===== config.mk =====
export PLATFORM = sky130hd
export DESIGN_NAME = status_report_formatter
export DESIGN_NICKNAME = d
export VERILOG_FILES = /design/src/hw/srf_pkg.sv /design/src/hw/status_report_formatter.sv
export SDC_FILE = /design/constraint.sdc
export NUM_CORES = 1
export LEC_CHECK = 0
export BUFFER_PORTS_ARGS = -buffer_cell sky130_fd_sc_hd__buf_4
export CORE_ASPECT_RATIO = 1.75
export CORE_MARGIN = 2
export CORE_UTILIZATION = 53
export DETAILED_ROUTE_END_ITERATION = 12
export HOLD_SLACK_MARGIN = 0.02
export PLACE_DENSITY = 0.78
export RECOVER_POWER = 100
export SLEW_MARGIN = 20
export SYNTH_ARGS = -nofsm -noshare
export SYNTH_HDL_FRONTEND = slang
export SYNTH_SLANG_ARGS = --single-unit

===== constraint.sdc =====
create_clock -name i_clk -period 3.2 [get_ports i_clk]
set_input_delay 0 -clock i_clk [delete_from_list [all_inputs] [get_ports i_clk]]
set_output_delay 0 -clock i_clk [all_outputs]
set_load 0.02 [all_outputs]

===== src/hw/srf_pkg.sv =====
// Constants, types and mnemonic tables for the status report formatter
package srf_pkg;
  localparam int ADDR_W = 5;
  localparam int DATA_W = 32;
  localparam int CNT_W = 16;
  localparam int BERR_W = 5;
  localparam int SERR_W = 3;

  // Register byte offsets
  localparam logic [ADDR_W-1:0] ADDR_CTRL = 5'h00;
  localparam logic [ADDR_W-1:0] ADDR_COND = 5'h04;
  localparam logic [ADDR_W-1:0] ADDR_ERRS = 5'h08;
  localparam logic [ADDR_W-1:0] ADDR_COUNT = 5'h0c;
  localparam logic [ADDR_W-1:0] ADDR_MODE = 5'h10;
  localparam int CTRL_IGN_BIT = 0;
  localparam int ERRS_SER_LSB = 8;
  localparam logic IGN_RST = 1'b1;

  // Condition word, one bit per condition
  typedef struct packed {
    logic err;
    logic timeout_flag;
    logic end_flag;
    logic service_request_seen;
    logic [2:0] rsv;
    logic done_flag;
    logic lockout_state;
    logic far_control_state;
    logic in_charge;
    logic attention;
    logic talker_active;
    logic listener_active;
    logic trigger_state;
    logic clear_state;
  } cond_t;

  // Status query arguments: continuous, numeric, symbolic
  typedef struct packed {
    logic cont;
    logic num;
    logic sym;
  } stat_req_t;

  localparam logic [15:0] COND_ERR_MASK = 16'h8000;
  localparam logic [15:0] COND_RSV_MASK = 16'h0e00;

  localparam logic [BERR_W-1:0] NO_BUS_FAULT = 5'h00;
  localparam logic [BERR_W-1:0] NOT_IN_CHARGE_FAULT = 5'h01;
  localparam logic [BERR_W-1:0] NO_LISTENER_FAULT = 5'h02;
  localparam logic [BERR_W-1:0] BAD_ADDRESSING_FAULT = 5'h03;
  localparam logic [BERR_W-1:0] BAD_ARGUMENT_FAULT = 5'h04;
  localparam logic [BERR_W-1:0] NOT_SYS_CTRL_FAULT = 5'h05;
  localparam logic [BERR_W-1:0] ABORTED_IO_FAULT = 5'h06;
  localparam logic [BERR_W-1:0] NO_CAPABILITY_FAULT = 5'h0b;
  localparam logic [BERR_W-1:0] UNSENT_COMMAND_FAULT = 5'h0e;
  localparam logic [BERR_W-1:0] UNKNOWN_COMMAND_FAULT = 5'h11;
  localparam logic [SERR_W-1:0] NO_SERIAL_FAULT = 3'h0;
  localparam logic [SERR_W-1:0] PARITY_FAULT = 3'h1;
  localparam logic [SERR_W-1:0] OVERRUN_FAULT = 3'h2;
  localparam logic [SERR_W-1:0] RX_OVERFLOW_FAULT = 3'h3;
  localparam logic [SERR_W-1:0] FRAMING_FAULT = 3'h4;

  localparam logic [7:0] CH_CR = 8'h0d;
  localparam logic [7:0] CH_LF = 8'h0a;
  localparam logic [7:0] CH_MINUS = 8'h2d;
  localparam logic [7:0] CH_COMMA = 8'h2c;
  localparam logic [7:0] CH_ZERO = 8'h30;

  // Decimal weights, most significant first
  localparam logic [2:0] POW_LAST = 3'h4;
  localparam logic [4:0][15:0] POW10 = {16'h0001, 16'h000a, 16'h0064, 16'h03e8, 16'h2710};

  // Mnemonic text, up to four ASCII bytes, zero bytes unused
  localparam logic [15:0][31:0] COND_SYM = {
    32'h45525200, 32'h54494d4f, 32'h454e4400, 32'h53525149,
    32'h00000000, 32'h00000000, 32'h00000000, 32'h434d504c,
    32'h4c4f4b00, 32'h52454d00, 32'h43494300, 32'h41544e00,
    32'h54414353, 32'h4c414353, 32'h44544153, 32'h44434153};
  localparam logic [17:0][31:0] BERR_SYM = {
    32'h45434d44, 32'h00000000, 32'h00000000, 32'h45425553,
    32'h00000000, 32'h00000000, 32'h45434150, 32'h00000000,
    32'h00000000, 32'h00000000, 32'h00000000, 32'h4541424f,
    32'h45534143, 32'h45415247, 32'h45414452, 32'h454e4f4c,
    32'h45434943, 32'h4e474552};
  localparam logic [4:0][31:0] SERR_SYM = {
    32'h4546524d, 32'h454f464c, 32'h454f524e, 32'h45504152, 32'h4e534552};
endpackage


===== src/hw/status_report_formatter.sv =====
// Status snapshot keeper and CR/LF status report formatter with Avalon-MM registers
`timescale 1ns/1ns

// How it works
// - Report is condition word, bus error, serial error, count, each ending CR LF.
// - Condition word is sixteen bits, one per condition, several may be set.
// - Bit 15 is set on any bus error or any serial error not ignored, making the word negative.
// - Bits 14,13,12,8 are timeout, end, service request, done; 11 to 9 reserved.
// - Bits 7 to 0 are lockout, remote, in charge, attention, talk, listen, trigger, clear.
// - Numeric format sends decimal strings; symbolic format sends mnemonic strings, except the count, which stays decimal.
// - Continuous mode sends a report after each processed message.
// - A status query with no argument turns continuous reporting off.
// - Bus error code holds one of the listed fault values.
// - Serial error code holds one of the listed fault values.
// - Count is the byte total of the last read, write or command send.
// - Word and codes update per message; count only after transfers.
// - A plain query reports the previous message; continuous reports the current one.
// - Enabling continuous reporting returns a report at once.
// - With both formats, the numeric report is sent first.
// - Messages are taken back to back only while idle; none is taken while a report is being sent.
// - Continuous setting holds until next query, reinitialise or power off.
// - With serial errors ignored, no serial error code is reported.
module status_report_formatter (
  input wire logic i_clk,
  input wire logic i_rst,
  input wire logic [srf_pkg::ADDR_W-1:0] i_address,
  input wire logic i_read,
  input wire logic i_write,
  input wire logic [srf_pkg::DATA_W-1:0] i_writedata,
  output logic [srf_pkg::DATA_W-1:0] o_readdata,
  output logic o_waitrequest,
  input wire srf_pkg::cond_t i_cond,
  input wire logic [srf_pkg::BERR_W-1:0] i_bus_err,
  input wire logic [srf_pkg::SERR_W-1:0] i_ser_err,
  input wire logic i_msg_done,
  input wire logic i_xfer_done,
  input wire logic [srf_pkg::CNT_W-1:0] i_xfer_count,
  input wire logic i_stat_valid,
  input wire srf_pkg::stat_req_t i_stat_req,
  input wire logic i_reinit,
  output logic o_ready,
  output logic o_tx_valid,
  output logic [7:0] o_tx_data,
  input wire logic i_tx_ready
);
  typedef enum logic [2:0] {S_IDLE, S_ITEM, S_SIGN, S_DIG, S_SCAN, S_CHR, S_CR, S_LF} state_t;
  localparam logic [1:0] ITEM_COND = 2'h0;
  localparam logic [1:0] ITEM_BERR = 2'h1;
  localparam logic [1:0] ITEM_SERR = 2'h2;
  localparam logic [1:0] ITEM_CNT = 2'h3;

  state_t state_q, state_d;
  logic [15:0] cond_q, val_q, val_d;
  logic [srf_pkg::BERR_W-1:0] berr_q;
  logic [srf_pkg::SERR_W-1:0] serr_q;
  logic [srf_pkg::CNT_W-1:0] cnt_q;
  logic ign_q, cont_q, fnum_q, fsym_q, do_sym_q;
  logic [1:0] item_q, item_d;
  logic pass_q, pass_d, lead_q, lead_d, first_q, first_d, comma_q, comma_d;
  logic [2:0] pow_q, pow_d;
  logic [3:0] dig_q, dig_d, bit_q, bit_d;
  logic [31:0] word_q, word_d;
  logic wait_q;
  logic [srf_pkg::DATA_W-1:0] rdata_q;
  logic tx_valid_q;
  logic [7:0] tx_data_q;
  logic emit;
  logic [7:0] edata;

  // Request decode
  wire idle = (state_q == S_IDLE);
  wire stat_go = idle && i_stat_valid;
  wire msg_go = idle && i_msg_done && !i_stat_valid;
  wire xfer_go = idle && i_xfer_done;
  wire no_fmt = !i_stat_req.num && !i_stat_req.sym;
  wire start_num = stat_go ? (i_stat_req.num || no_fmt) : fnum_q;
  wire start_sym = stat_go ? i_stat_req.sym : fsym_q;
  wire start = stat_go || (msg_go && cont_q);
  wire can_emit = !tx_valid_q || i_tx_ready;

  // Snapshot of conditions at message end
  wire ser_seen = !ign_q && (i_ser_err != srf_pkg::NO_SERIAL_FAULT);
  wire any_err = (i_bus_err != srf_pkg::NO_BUS_FAULT) || ser_seen;
  wire [15:0] cond_raw = i_cond & ~(srf_pkg::COND_RSV_MASK | srf_pkg::COND_ERR_MASK);
  wire [15:0] cond_snap = cond_raw | (any_err ? srf_pkg::COND_ERR_MASK : 16'h0000);
  wire [srf_pkg::SERR_W-1:0] serr_snap = ign_q ? srf_pkg::NO_SERIAL_FAULT : i_ser_err;

  // Item selection
  wire neg = cond_q[15];
  wire [15:0] cond_mag = neg ? 16'(~cond_q + 16'h0001) : cond_q;
  wire [15:0] item_val = (item_q == ITEM_COND) ? cond_mag :
                         (item_q == ITEM_BERR) ? 16'(berr_q) :
                         (item_q == ITEM_SERR) ? 16'(serr_q) : 16'(cnt_q);
  wire [31:0] berr_sym = (berr_q <= srf_pkg::UNKNOWN_COMMAND_FAULT) ? srf_pkg::BERR_SYM[berr_q] : 32'h0;
  wire [31:0] serr_sym = (serr_q <= srf_pkg::FRAMING_FAULT) ? srf_pkg::SERR_SYM[serr_q] : 32'h0;
  wire [31:0] item_sym = (item_q == ITEM_BERR) ? berr_sym : serr_sym;
  wire [15:0] pow_val = srf_pkg::POW10[pow_q];
  wire [7:0] cur = word_q[31:24];
  wire last_pow = (pow_q == srf_pkg::POW_LAST);

  // Register read mux
  wire [srf_pkg::DATA_W-1:0] errs_word = 32'(berr_q) | (32'(serr_q) << srf_pkg::ERRS_SER_LSB);
  wire [srf_pkg::DATA_W-1:0] mode_word = 32'({!idle, fsym_q, fnum_q, cont_q});
  wire [srf_pkg::DATA_W-1:0] rd_mux =
    (i_address == srf_pkg::ADDR_CTRL) ? 32'(ign_q) << srf_pkg::CTRL_IGN_BIT :
    (i_address == srf_pkg::ADDR_COND) ? 32'(cond_q) :
    (i_address == srf_pkg::ADDR_ERRS) ? errs_word :
    (i_address == srf_pkg::ADDR_COUNT) ? 32'(cnt_q) :
    (i_address == srf_pkg::ADDR_MODE) ? mode_word : 32'h0;
  wire bus_take = wait_q && (i_read || i_write);
  wire ctrl_wr = !wait_q && i_write && (i_address == srf_pkg::ADDR_CTRL);

  always_comb begin
    state_d = state_q;
    item_d = item_q;
    pass_d = pass_q;
    val_d = val_q;
    pow_d = pow_q;
    dig_d = dig_q;
    lead_d = lead_q;
    bit_d = bit_q;
    first_d = first_q;
    word_d = word_q;
    comma_d = comma_q;
    emit = 1'b0;
    edata = 8'h00;
    unique case (state_q)
      S_IDLE: begin
        if (start) begin
          // numeric pass first when both are asked
          pass_d = !start_num;
          item_d = ITEM_COND;
          state_d = S_ITEM;
        end
      end
      S_ITEM: begin
        pow_d = 3'h0;
        dig_d = 4'h0;
        lead_d = 1'b0;
        comma_d = 1'b0;
        if (!pass_q || item_q == ITEM_CNT) begin
          val_d = item_val;
          state_d = (item_q == ITEM_COND && neg) ? S_SIGN : S_DIG;
        end else if (item_q == ITEM_COND) begin
          bit_d = 4'hf;
          first_d = 1'b1;
          state_d = S_SCAN;
        end else begin
          word_d = item_sym;
          bit_d = 4'h0;
          state_d = S_CHR;
        end
      end
      S_SIGN: begin
        if (can_emit) begin
          emit = 1'b1;
          edata = srf_pkg::CH_MINUS;
          state_d = S_DIG;
        end
      end
      S_DIG: begin
        if (val_q >= pow_val) begin
          val_d = val_q - pow_val;
          dig_d = dig_q + 4'h1;
        end else if (dig_q == 4'h0 && !lead_q && !last_pow) begin
          pow_d = pow_q + 3'h1;
        end else if (can_emit) begin
          emit = 1'b1;
          edata = srf_pkg::CH_ZERO | {4'h0, dig_q};
          lead_d = 1'b1;
          dig_d = 4'h0;
          if (last_pow) begin
            state_d = S_CR;
          end else begin
            pow_d = pow_q + 3'h1;
          end
        end
      end
      S_SCAN: begin
        // highest set bit first, commas between
        if (cond_q[bit_q] && srf_pkg::COND_SYM[bit_q] != 32'h0) begin
          word_d = srf_pkg::COND_SYM[bit_q];
          comma_d = !first_q;
          first_d = 1'b0;
          state_d = S_CHR;
        end else if (bit_q == 4'h0) begin
          state_d = S_CR;
        end else begin
          bit_d = bit_q - 4'h1;
        end
      end
      S_CHR: begin
        if (comma_q) begin
          if (can_emit) begin
            emit = 1'b1;
            edata = srf_pkg::CH_COMMA;
            comma_d = 1'b0;
          end
        end else if (cur == 8'h00 || can_emit) begin
          emit = (cur != 8'h00);
          edata = cur;
          word_d = word_q << 8;
          if (cur == 8'h00 || word_q[23:16] == 8'h00) begin
            if (bit_q == 4'h0) begin
              state_d = S_CR;
            end else begin
              bit_d = bit_q - 4'h1;
              state_d = S_SCAN;
            end
          end
        end
      end
      S_CR: begin
        // every item closed by CR LF
        if (can_emit) begin
          emit = 1'b1;
          edata = srf_pkg::CH_CR;
          state_d = S_LF;
        end
      end
      S_LF: begin
        if (can_emit) begin
          emit = 1'b1;
          edata = srf_pkg::CH_LF;
          if (item_q != ITEM_CNT) begin
            item_d = item_q + 2'h1;
            state_d = S_ITEM;
          end else if (!pass_q && do_sym_q) begin
            pass_d = 1'b1;
            item_d = ITEM_COND;
            state_d = S_ITEM;
          end else begin
            state_d = S_IDLE;
          end
        end
      end
    endcase
  end

  always_ff @(posedge i_clk or posedge i_rst) begin
    if (i_rst) begin
      state_q <= S_IDLE;
      {item_q, pass_q, val_q, pow_q, dig_q, lead_q} <= '0;
      {bit_q, first_q, word_q, comma_q, do_sym_q} <= '0;
      {tx_valid_q, tx_data_q} <= '0;
    end else begin
      state_q <= state_d;
      {item_q, pass_q, val_q, pow_q, dig_q, lead_q} <= {item_d, pass_d, val_d, pow_d, dig_d, lead_d};
      {bit_q, first_q, word_q, comma_q} <= {bit_d, first_d, word_d, comma_d};
      if (start) do_sym_q <= start_sym;
      tx_valid_q <= emit || (tx_valid_q && !i_tx_ready);
      if (emit) tx_data_q <= edata;
    end
  end

  // Snapshot, count and mode state
  always_ff @(posedge i_clk or posedge i_rst) begin
    if (i_rst) begin
      {cond_q, berr_q, serr_q, cnt_q} <= '0;
      {cont_q, fnum_q, fsym_q} <= '0;
      ign_q <= srf_pkg::IGN_RST;
    end else begin
      // word and codes per message; ignored serial code reads none
      if (msg_go) {cond_q, berr_q, serr_q} <= {cond_snap, i_bus_err, serr_snap};
      if (xfer_go) cnt_q <= i_xfer_count;
      // every query sets continuous from its argument; reinitialise clears it; held otherwise
      if (stat_go) {cont_q, fnum_q, fsym_q} <= {i_stat_req.cont, start_num, start_sym};
      else if (idle && i_reinit) {cont_q, fnum_q, fsym_q} <= '0;
      if (idle && i_reinit) ign_q <= srf_pkg::IGN_RST;
      else if (ctrl_wr) ign_q <= i_writedata[srf_pkg::CTRL_IGN_BIT];
    end
  end

  // Avalon slave: one wait cycle per access
  always_ff @(posedge i_clk or posedge i_rst) begin
    if (i_rst) begin
      wait_q <= 1'b1;
      rdata_q <= '0;
    end else begin
      wait_q <= !bus_take;
      if (bus_take && i_read) rdata_q <= rd_mux;
    end
  end

  always_ff @(posedge i_clk or posedge i_rst) begin
    if (i_rst) o_ready <= 1'b1;
    // ready again the cycle after a report ends
    else o_ready <= (state_d == S_IDLE);
  end

  assign o_readdata = rdata_q;
  assign o_waitrequest = wait_q;
  assign o_tx_valid = tx_valid_q;
  assign o_tx_data = tx_data_q;
endmodule


==> results of run 1 <==
[through the flow]
| stage | setup WS [ns] | total power, uW | utilization, % |
|---|---|---|---|
| final | 0.112 | 11600 | 64.7 |
| after global routing | -0.0232 | 12300 | 64.7 |
| after CTS | 0.108 | 11500 | 65.6 |
| after detailed placement | 0.146 | 9410 | 58.8 |
| after global placement | 0.204 | 9270 | 58.8 |
| after floorplan | 0.322 | 7670 | - |
[kinds of logic (layout without fill, tap and decap cells)]
kind of cell	after synthesis	count (layout)
xor gates and xnor gates	14	14
DFF	128	128
other	1	17
and+or+nand+nor	295	295
AOI/OAI and AO/OA	340	340
buffers and inverters	124	234
muxes	64	64
adders and majority gates	47	47
[placed cells by master (no fill, tap or decap), types with 4 or more instances in the layout]
cell type / instances
nand3_1: 32
a32o_1: 7
a211o_1: 5
o21ai_0: 104
or3_1: 4
conb_1: 17
nand4_1: 6
a21boi_0: 6
mux2_2: 42
a211oi_1: 9
o21a_1: 6
o221ai_1: 6
ha_1: 46
o31ai_1: 6
dlygate4sd3_1: 54
a21oi_1: 66
dfrtp_1: 125
nor2b_1: 11
a221oi_1: 10
clkbuf_16: 17
nor4_1: 7
a22oi_1: 20
clkinv_2: 4
o211ai_1: 15
a22o_1: 4
nand2b_1: 15
nand2_1: 116
nor3_1: 18
nor2_1: 63
a21o_1: 11
and2_1: 5
mux2i_1: 14
a32oi_1: 4
a31o_2: 4
a31oi_1: 15
inv_1: 38
xor2_1: 11
buf_4: 75
o22ai_1: 9
clkbuf_1: 35
[registers in the layout, indices dropped and copies added, names as in the netlist, 2 cells and up]
signal / count
word_q: 24
cnt_q: 16
o_readdata: 16
val_q: 16
cond_q: 13
o_tx_data: 7
berr_q: 5
bit_q: 4
dig_q: 4
pow_q: 3
serr_q: 3
state_q: 3
item_q: 2
[synthesized netlist by cell type, drive strengths merged (3+ instances only)]
library cell | number | area, um2
a21oi | 66 | 330
dfrtp | 125 | 3130
a32oi | 4 | 35.0
or3 | 4 | 25.0
nand3 | 32 | 160
nand2b | 15 | 93.8
dfstp | 3 | 78.8
o21ai | 106 | 531
o21a | 6 | 45.0
ha | 46 | 576
nor3b | 3 | 27.5
a31oi | 16 | 115
mux2 | 47 | 541
o221ai | 6 | 52.6
a22o | 5 | 45.0
a21o | 11 | 82.6
xnor2 | 3 | 26.3
a21boi | 6 | 45.0
o211ai | 16 | 134
o311a | 3 | 30.0
a211o | 5 | 43.8
a221oi | 10 | 93.8
o22ai | 9 | 56.3
nand2 | 116 | 435
a32o | 7 | 70.1
nor3 | 18 | 90.1
nor2b | 11 | 68.8
buf | 38 | 264
mux4 | 3 | 67.6
a31o | 6 | 61.3
nor4 | 9 | 86.3
xor2 | 11 | 96.3
o31ai | 6 | 45.0
a22oi | 20 | 150
nand4 | 6 | 37.5
nor2 | 64 | 257
mux2i | 14 | 140
and2 | 7 | 45.1
and3 | 3 | 18.8
clkbuf | 45 | 170
inv | 39 | 146
a211oi | 10 | 92.6
[worst max-delay path by stage]
stage / startpoint / to / slack (ns) / cells after the start
after global routing: pow_q[0] / val_q[12] / -0.02 / 11
after global placement: pow_q[0] / val_q[2] / 0.20 / 10
after CTS: pow_q[0] / val_q[13] / 0.11 / 10
final: pow_q[0] / val_q[3] / 0.11 / 11
after floorplan: pow_q[0] / val_q[5] / 0.32 / 11
after detailed placement: pow_q[0] / val_q[13] / 0.15 / 10
[critical path: cells and delay by family, from the launching register on]
| kind | cells | cell delay (ns) |
|---|---|---|
| muxes | 1 | 0.35 |
| AOI/OAI and AO/OA | 2 | 0.41 |
| and+or+nand+nor | 4 | 0.96 |
| adders and majority gates | 2 | 0.54 |
| DFF | 1 | 0.41 |
| buffers and inverters | 2 | 0.29 |
[power by group through the flow]
stage                     logic, uW  clock network [uW]  registers (uW)
after floorplan                4820                   0            2840
after global placement         6150                   0            3120
after detailed placement       6260                   0            3150
after CTS                      6410                1950            3130
after global routing           7060                2030            3240
final                          6430                1950            3170
[what timing repair did]
action,4_1_cts,5_1_grt
hold buffers,54,0
endpoints found under the hold margin,173,0
resized for setup,0,1
endpoints found under the setup margin,0,11
buffers inserted,0,1
[per-layer routing]
layer  vias up  share of wire [%]  track usage [%]
met3       119                4.6             4.14
met2       399                 54             56.4
met4         0                6.2             17.4
li1       3910                  -                -
met5         -                  0                0
met1      4137                 36             34.0
[area by class of cell]
class                      count  area (um2)  area share, %
multi-input combinational    777        5170           48.6
tap                          224         280           2.64
clock buffer                  23         468           4.40
timing repair buffer         163        1240           11.6
inverter                      41         158           1.48
clock inverter                 7         110           1.04
sequential                   128        3210           30.2
==> results.json, run 1 <==
{
  "status": "finished with violations",
  "failed_checks": "capacitance limit, slew limit",
  "layout_min_cycle_time_ns": 3.09,
  "dieArea_mm2": 0.0179,
  "synthCells": 1013,
  "port_buffers": 79,
  "wl_um": 27200,
  "synth_seq_cells": 128,
  "synthArstFlopShare_pct": 100,
  "synth_top_family_by_area": "compound AO/OA/AOI/OAI gates",
  "required_ns": 3.50,
  "design_area_mm2": 0.0106,
  "p_clk_share_pct": 16.9,
  "grt_max_degree": 129,
  "worstPathMaxFanout": 9,
  "rows": 62,
  "core_mm2": 0.0164,
  "postRouteAntennaNets": 0,
  "critical_path.max_stage_delay_ns": 0.41,
  "synth-simple-area-share_pct": 15.7,
  "crit_slowest_cell": "dfrtp_1",
  "switching_share_pct": 46.3,
  "synthMuxAreaShare_pct": 8.38,
  "synth.cell_area_mm2": 0.00893,
  "ff2ff_path_depth": 11,
  "reg2reg_slack_ns": 0.11,
  "initial_core_util_pct": 54.3,
  "switchingPower_uw": 5350,
  "synth-xor-area-share_pct": 1.37,
  "first_global_vias": 8413,
  "htree_levels": 4,
  "first_pass_iters": 7,
  "pwr-share-seq_pct": 27.4,
  "arrival_ns": 3.39,
  "hold_ws_ns": 0.0361,
  "cts_buffers": 17,
  "area_growth_pct": 19.0,
  "grt_usage_pct": 31.1,
  "crit_path_frequent_cell": "ha_1",
  "die_w_um": 102,
  "r2r-start": "pow_q[0]",
  "tightest_slew_ns": 1.80,
  "fillCellCount": 1391,
  "die_h_um": 176,
  "yosysWarnings": 0,
  "drt_drc_violations_left": 0,
  "startpoint_type": "register",
  "wl_per_cell_um": 19.9,
  "drt-vias-per-instance": 6.28,
  "crit_type": "register to register",
  "fin_nets": 1264,
  "period_share_pct": 96.5,
  "hold_viol": 0,
  "holdPathStages": 4,
  "cts_sinks": 128,
  "clock_latency_ns": 0.42,
  "yosys.area_share.adder_pct": 6.67,
  "antenna_found_initial": 0,
  "slew_headroom_pct": -19.8,
  "worst_hold_startpoint": "i_tx_ready",
  "powerDensity_mw_per_mm2": 1090,
  "critPathCaptureType": "register",
  "synth_compound_area_share_pct": 25.3,
  "finClkSkew_ns": 0.00789,
  "gp_congestion": 0.944,
  "dp_hpwl_um": 18500,
  "diodes": 0,
  "tns_ns": 0,
  "synth_edf_count": 0,
  "drv_cap": 1,
  "yosysSeqAreaShare_pct": 35.9,
  "worst_ir_drop_vdd_mv": 0.598,
  "grt_pass1_wl_um": 43300,
  "power_leakage_uw": 0.00459,
  "grt.overflow.total": 0,
  "finalSetupViolCount": 0,
  "p_int_uw": 6200,
  "syn_avg_cell_area_um2": 8.82,
  "min_to": "o_tx_valid",
  "drive_gt1_share_pct": 15.3,
  "worst_hold_path_type": "primary input to register",
  "numPlacedInstances": 1278,
  "synth_cell_types": 89,
  "clk_pin_slew_ns": 0.06,
  "drt_iter0_drc": 715,
  "worstPathCellList": "inv_1 > ha_1 > nand2_1 > ha_1 > or3b_4 > nor4_4 > buf_4 > a211oi_4 > a31o_4 > nor2_8 > mux2_2",
  "finalNonFillerCells": 1363,
  "synth_ff_type": "dfrtp_1",
  "max_freq_ghz": 0.324,
  "p_comb_share_pct": 55.7,
  "ios": 132,
  "vias": 8565,
  "dpl_cell_area_mm2": 0.00968,
  "cts-root-buf": "clkbuf_16",
  "tritoncts": "built",
  "r2r_end": "val_q[3]",
  "drv_slew": 129,
  "clockBufferDepth": 2
}
(Power assumes the default switching activity.)
==> inputs of run 2 (changes only) <==
Settings changed: CORE_MARGIN 2 to not set, CORE_UTILIZATION 53 to 41, PLACE_DENSITY 0.78 to 0.63.
==> run 2 against run 1 <==
The run still ends with capacitance limit, slew limit left. Register-to-register slack better by 0.03 ns. Utilization down 14 points. Flip-flop and latch count unchanged. Fmax up 0.89%. Worst hold slack worse by 0.014 ns. Critical path type unchanged. Highest routed layer unchanged.
==> results.json, run 2 (synthesized netlist as in run 1, its figures left out) <==
{
  "clock_latency_ns": 0.44,
  "grt_usage_pct": 25.7,
  "cts_buffers": 17,
  "slew_headroom_pct": -23.1,
  "drive_gt1_share_pct": 16.2,
  "area_growth_pct": 20.3,
  "drt_drc_violations_left": 0,
  "ios": 132,
  "postRouteAntennaNets": 0,
  "reg2reg_slack_ns": 0.14,
  "status": "finished with violations",
  "die_h_um": 197,
  "vias": 8344,
  "crit_family": "simple AND/OR/NAND/NOR gates",
  "fin_util_pct": 50.2,
  "wl_um": 27900,
  "grt.overflow.total": 0,
  "seqCellArea_mm2": 0.00321,
  "pwr-share-seq_pct": 27.6,
  "fillCellCount": 2083,
  "crit_slowest_cell": "dfrtp_1",
  "core_mm2": 0.0214,
  "finClkSkew_ns": 0.0114,
  "rsz0062_at_grt": "yes",
  "tritoncts": "built",
  "largest_reg_flops": 24,
  "finalSetupViolCount": 0,
  "die_w_um": 114,
  "tightest_slew_ns": 1.85,
  "clockBufferDepth": 2,
  "arrival_ns": 3.38,
  "layout_commonest_cell": "dfrtp_1",
  "cts-root-buf": "clkbuf_16",
  "hold_ws_ns": 0.0218,
  "critical_path.max_stage_delay_ns": 0.41,
  "port_buffers": 79,
  "clk_pin_slew_ns": 0.06,
  "layout_min_cycle_time_ns": 3.06,
  "crit_type": "register to register",
  "r2r-start": "pow_q[0]",
  "finalWorstSetupSlack_ns": 0.139,
  "antenna_found_initial": 0,
  "gp_congestion": 0.910,
  "worst_ir_drop_vdd_mv": 0.414,
  "power_leakage_uw": 0.00460,
  "fin_nets": 1275,
  "p_int_uw": 6050,
  "startpoint_type": "register",
  "ff2ff_path_depth": 11,
  "rows": 71,
  "max_freq_ghz": 0.327,
  "critPathCaptureType": "register",
  "worst_hold_startpoint": "i_tx_ready",
  "hold_viol": 0,
  "final_cell_mix": "dfrtp_1 (125), nand2_1 (115), o21ai_0 (106), buf_4 (84), a21oi_1 (66)",
  "switching_share_pct": 47.2,
  "dieArea_mm2": 0.0224,
  "drv_slew": 70,
  "cts_sinks": 128,
  "total_power_uw": 11500,
  "failed_checks": "capacitance limit, slew limit",
  "drt_iter0_drc": 446,
  "htree_levels": 4,
  "grt_max_degree": 70,
  "finalNonFillerCells": 1443,
  "period_share_pct": 95.7,
  "required_ns": 3.52,
  "first_pass_iters": 5,
  "wl_per_cell_um": 19.3,
  "drv_cap": 1,
  "drt-vias-per-instance": 5.78,
  "cp_num_buf_inv": 2,
  "place_worst_setup_slack_ns": 0.102,
  "numPlacedInstances": 1356,
  "p_clk_share_pct": 15.3,
  "switchingPower_uw": 5410,
  "diodes": 0,
  "dp_hpwl_um": 20400,
  "p_comb_share_pct": 57.2,
  "first_global_vias": 8295,
  "crit_path_frequent_cell": "ha_1",
  "grt_pass1_wl_um": 44000,
  "worst_hold_path_type": "primary input to register",
  "r2r_end": "val_q[13]",
  "initial_core_util_pct": 41.7,
  "worstPathMaxFanout": 7,
  "worstPathCellList": "inv_1 > ha_1 > nand2_2 > ha_1 > or3b_4 > nor4_4 > buf_4 > a211oi_4 > a31o_4 > nor2_8 > mux2_2",
  "min_to": "o_tx_valid",
  "powerDensity_mw_per_mm2": 1070,
  "holdPathStages": 4,
  "multiInputGateArea_mm2": 0.00519
}
[run 2: tightest hold or removal path: cells and delay by family]
kind	cells	cell delay [ns]
and+or+nand+nor	2	0.16
buffers and inverters	2	0.24
[run 2: power by group through the flow]
| stage | logic [uW] | clock network, uW | registers, uW |
|---|---|---|---|
| after detailed placement | 6450 | 0 | 3170 |
| after CTS | 6570 | 1770 | 3150 |
| after global routing | 7230 | 1830 | 3250 |
| after global placement | 6370 | 0 | 3160 |
| final | 6550 | 1750 | 3160 |
| after floorplan | 4820 | 0 | 2840 |
[run 2: layout make-up]
| class | count | share of cell area, % |
|---|---|---|
| Multi-Input combinational cell | 778 | 48.4 |
| Timing Repair Buffer | 173 | 12.2 |
| Sequential cell | 128 | 29.9 |
| Tap cell | 292 | 3.40 |
| Inverter | 41 | 1.44 |
| Clock inverter | 6 | 0.326 |
| Clock buffer | 25 | 4.43 |
[run 2: worst max-delay path by stage]
stage             start   endpoint  slack [ns]  depth (start not counted)
6_report       pow_q[0]  val_q[13]        0.14                         11
5_1_grt        pow_q[0]  val_q[15]      -0.008                         11
4_1_cts        pow_q[0]  val_q[13]        0.09                         10
3_5_place_dp   pow_q[0]   val_q[3]        0.10                         10
3_3_place_gp   pow_q[0]   val_q[2]        0.19                         10
2_1_floorplan  pow_q[0]   val_q[5]        0.32                         11
[run 2: per-stage QoR]
stage | area (um2) | TNS, ns
after global routing | 10700 | -0.0136
after floorplan | 9000 | 0
after global placement | 9830 | 0
after detailed placement | 9830 | 0
final | 10700 | 0
after CTS | 10900 | 0
[run 2: routing by layer]
| metal | wire length [um] | part of all wire [%] | global-route usage [%] | vias to the layer above |
|---|---|---|---|---|
| li1 | - | - | - | 3919 |
| met1 | 10200 | 37 | 27.0 | 4114 |
| met2 | 15500 | 55 | 48.3 | 232 |
| met3 | 742 | 2.7 | 3.56 | 79 |
| met4 | 1500 | 5.4 | 14.6 | 0 |
| met5 | 0 | 0 | 0 | - |
[run 2: timing repair]
action | CTS | global route
gates resized for setup | 0 | 1
setup buffers | 0 | 1
setup endpoints to repair | 0 | 5
hold buffers | 54 | 0
endpoints found under the hold margin | 66 | 0
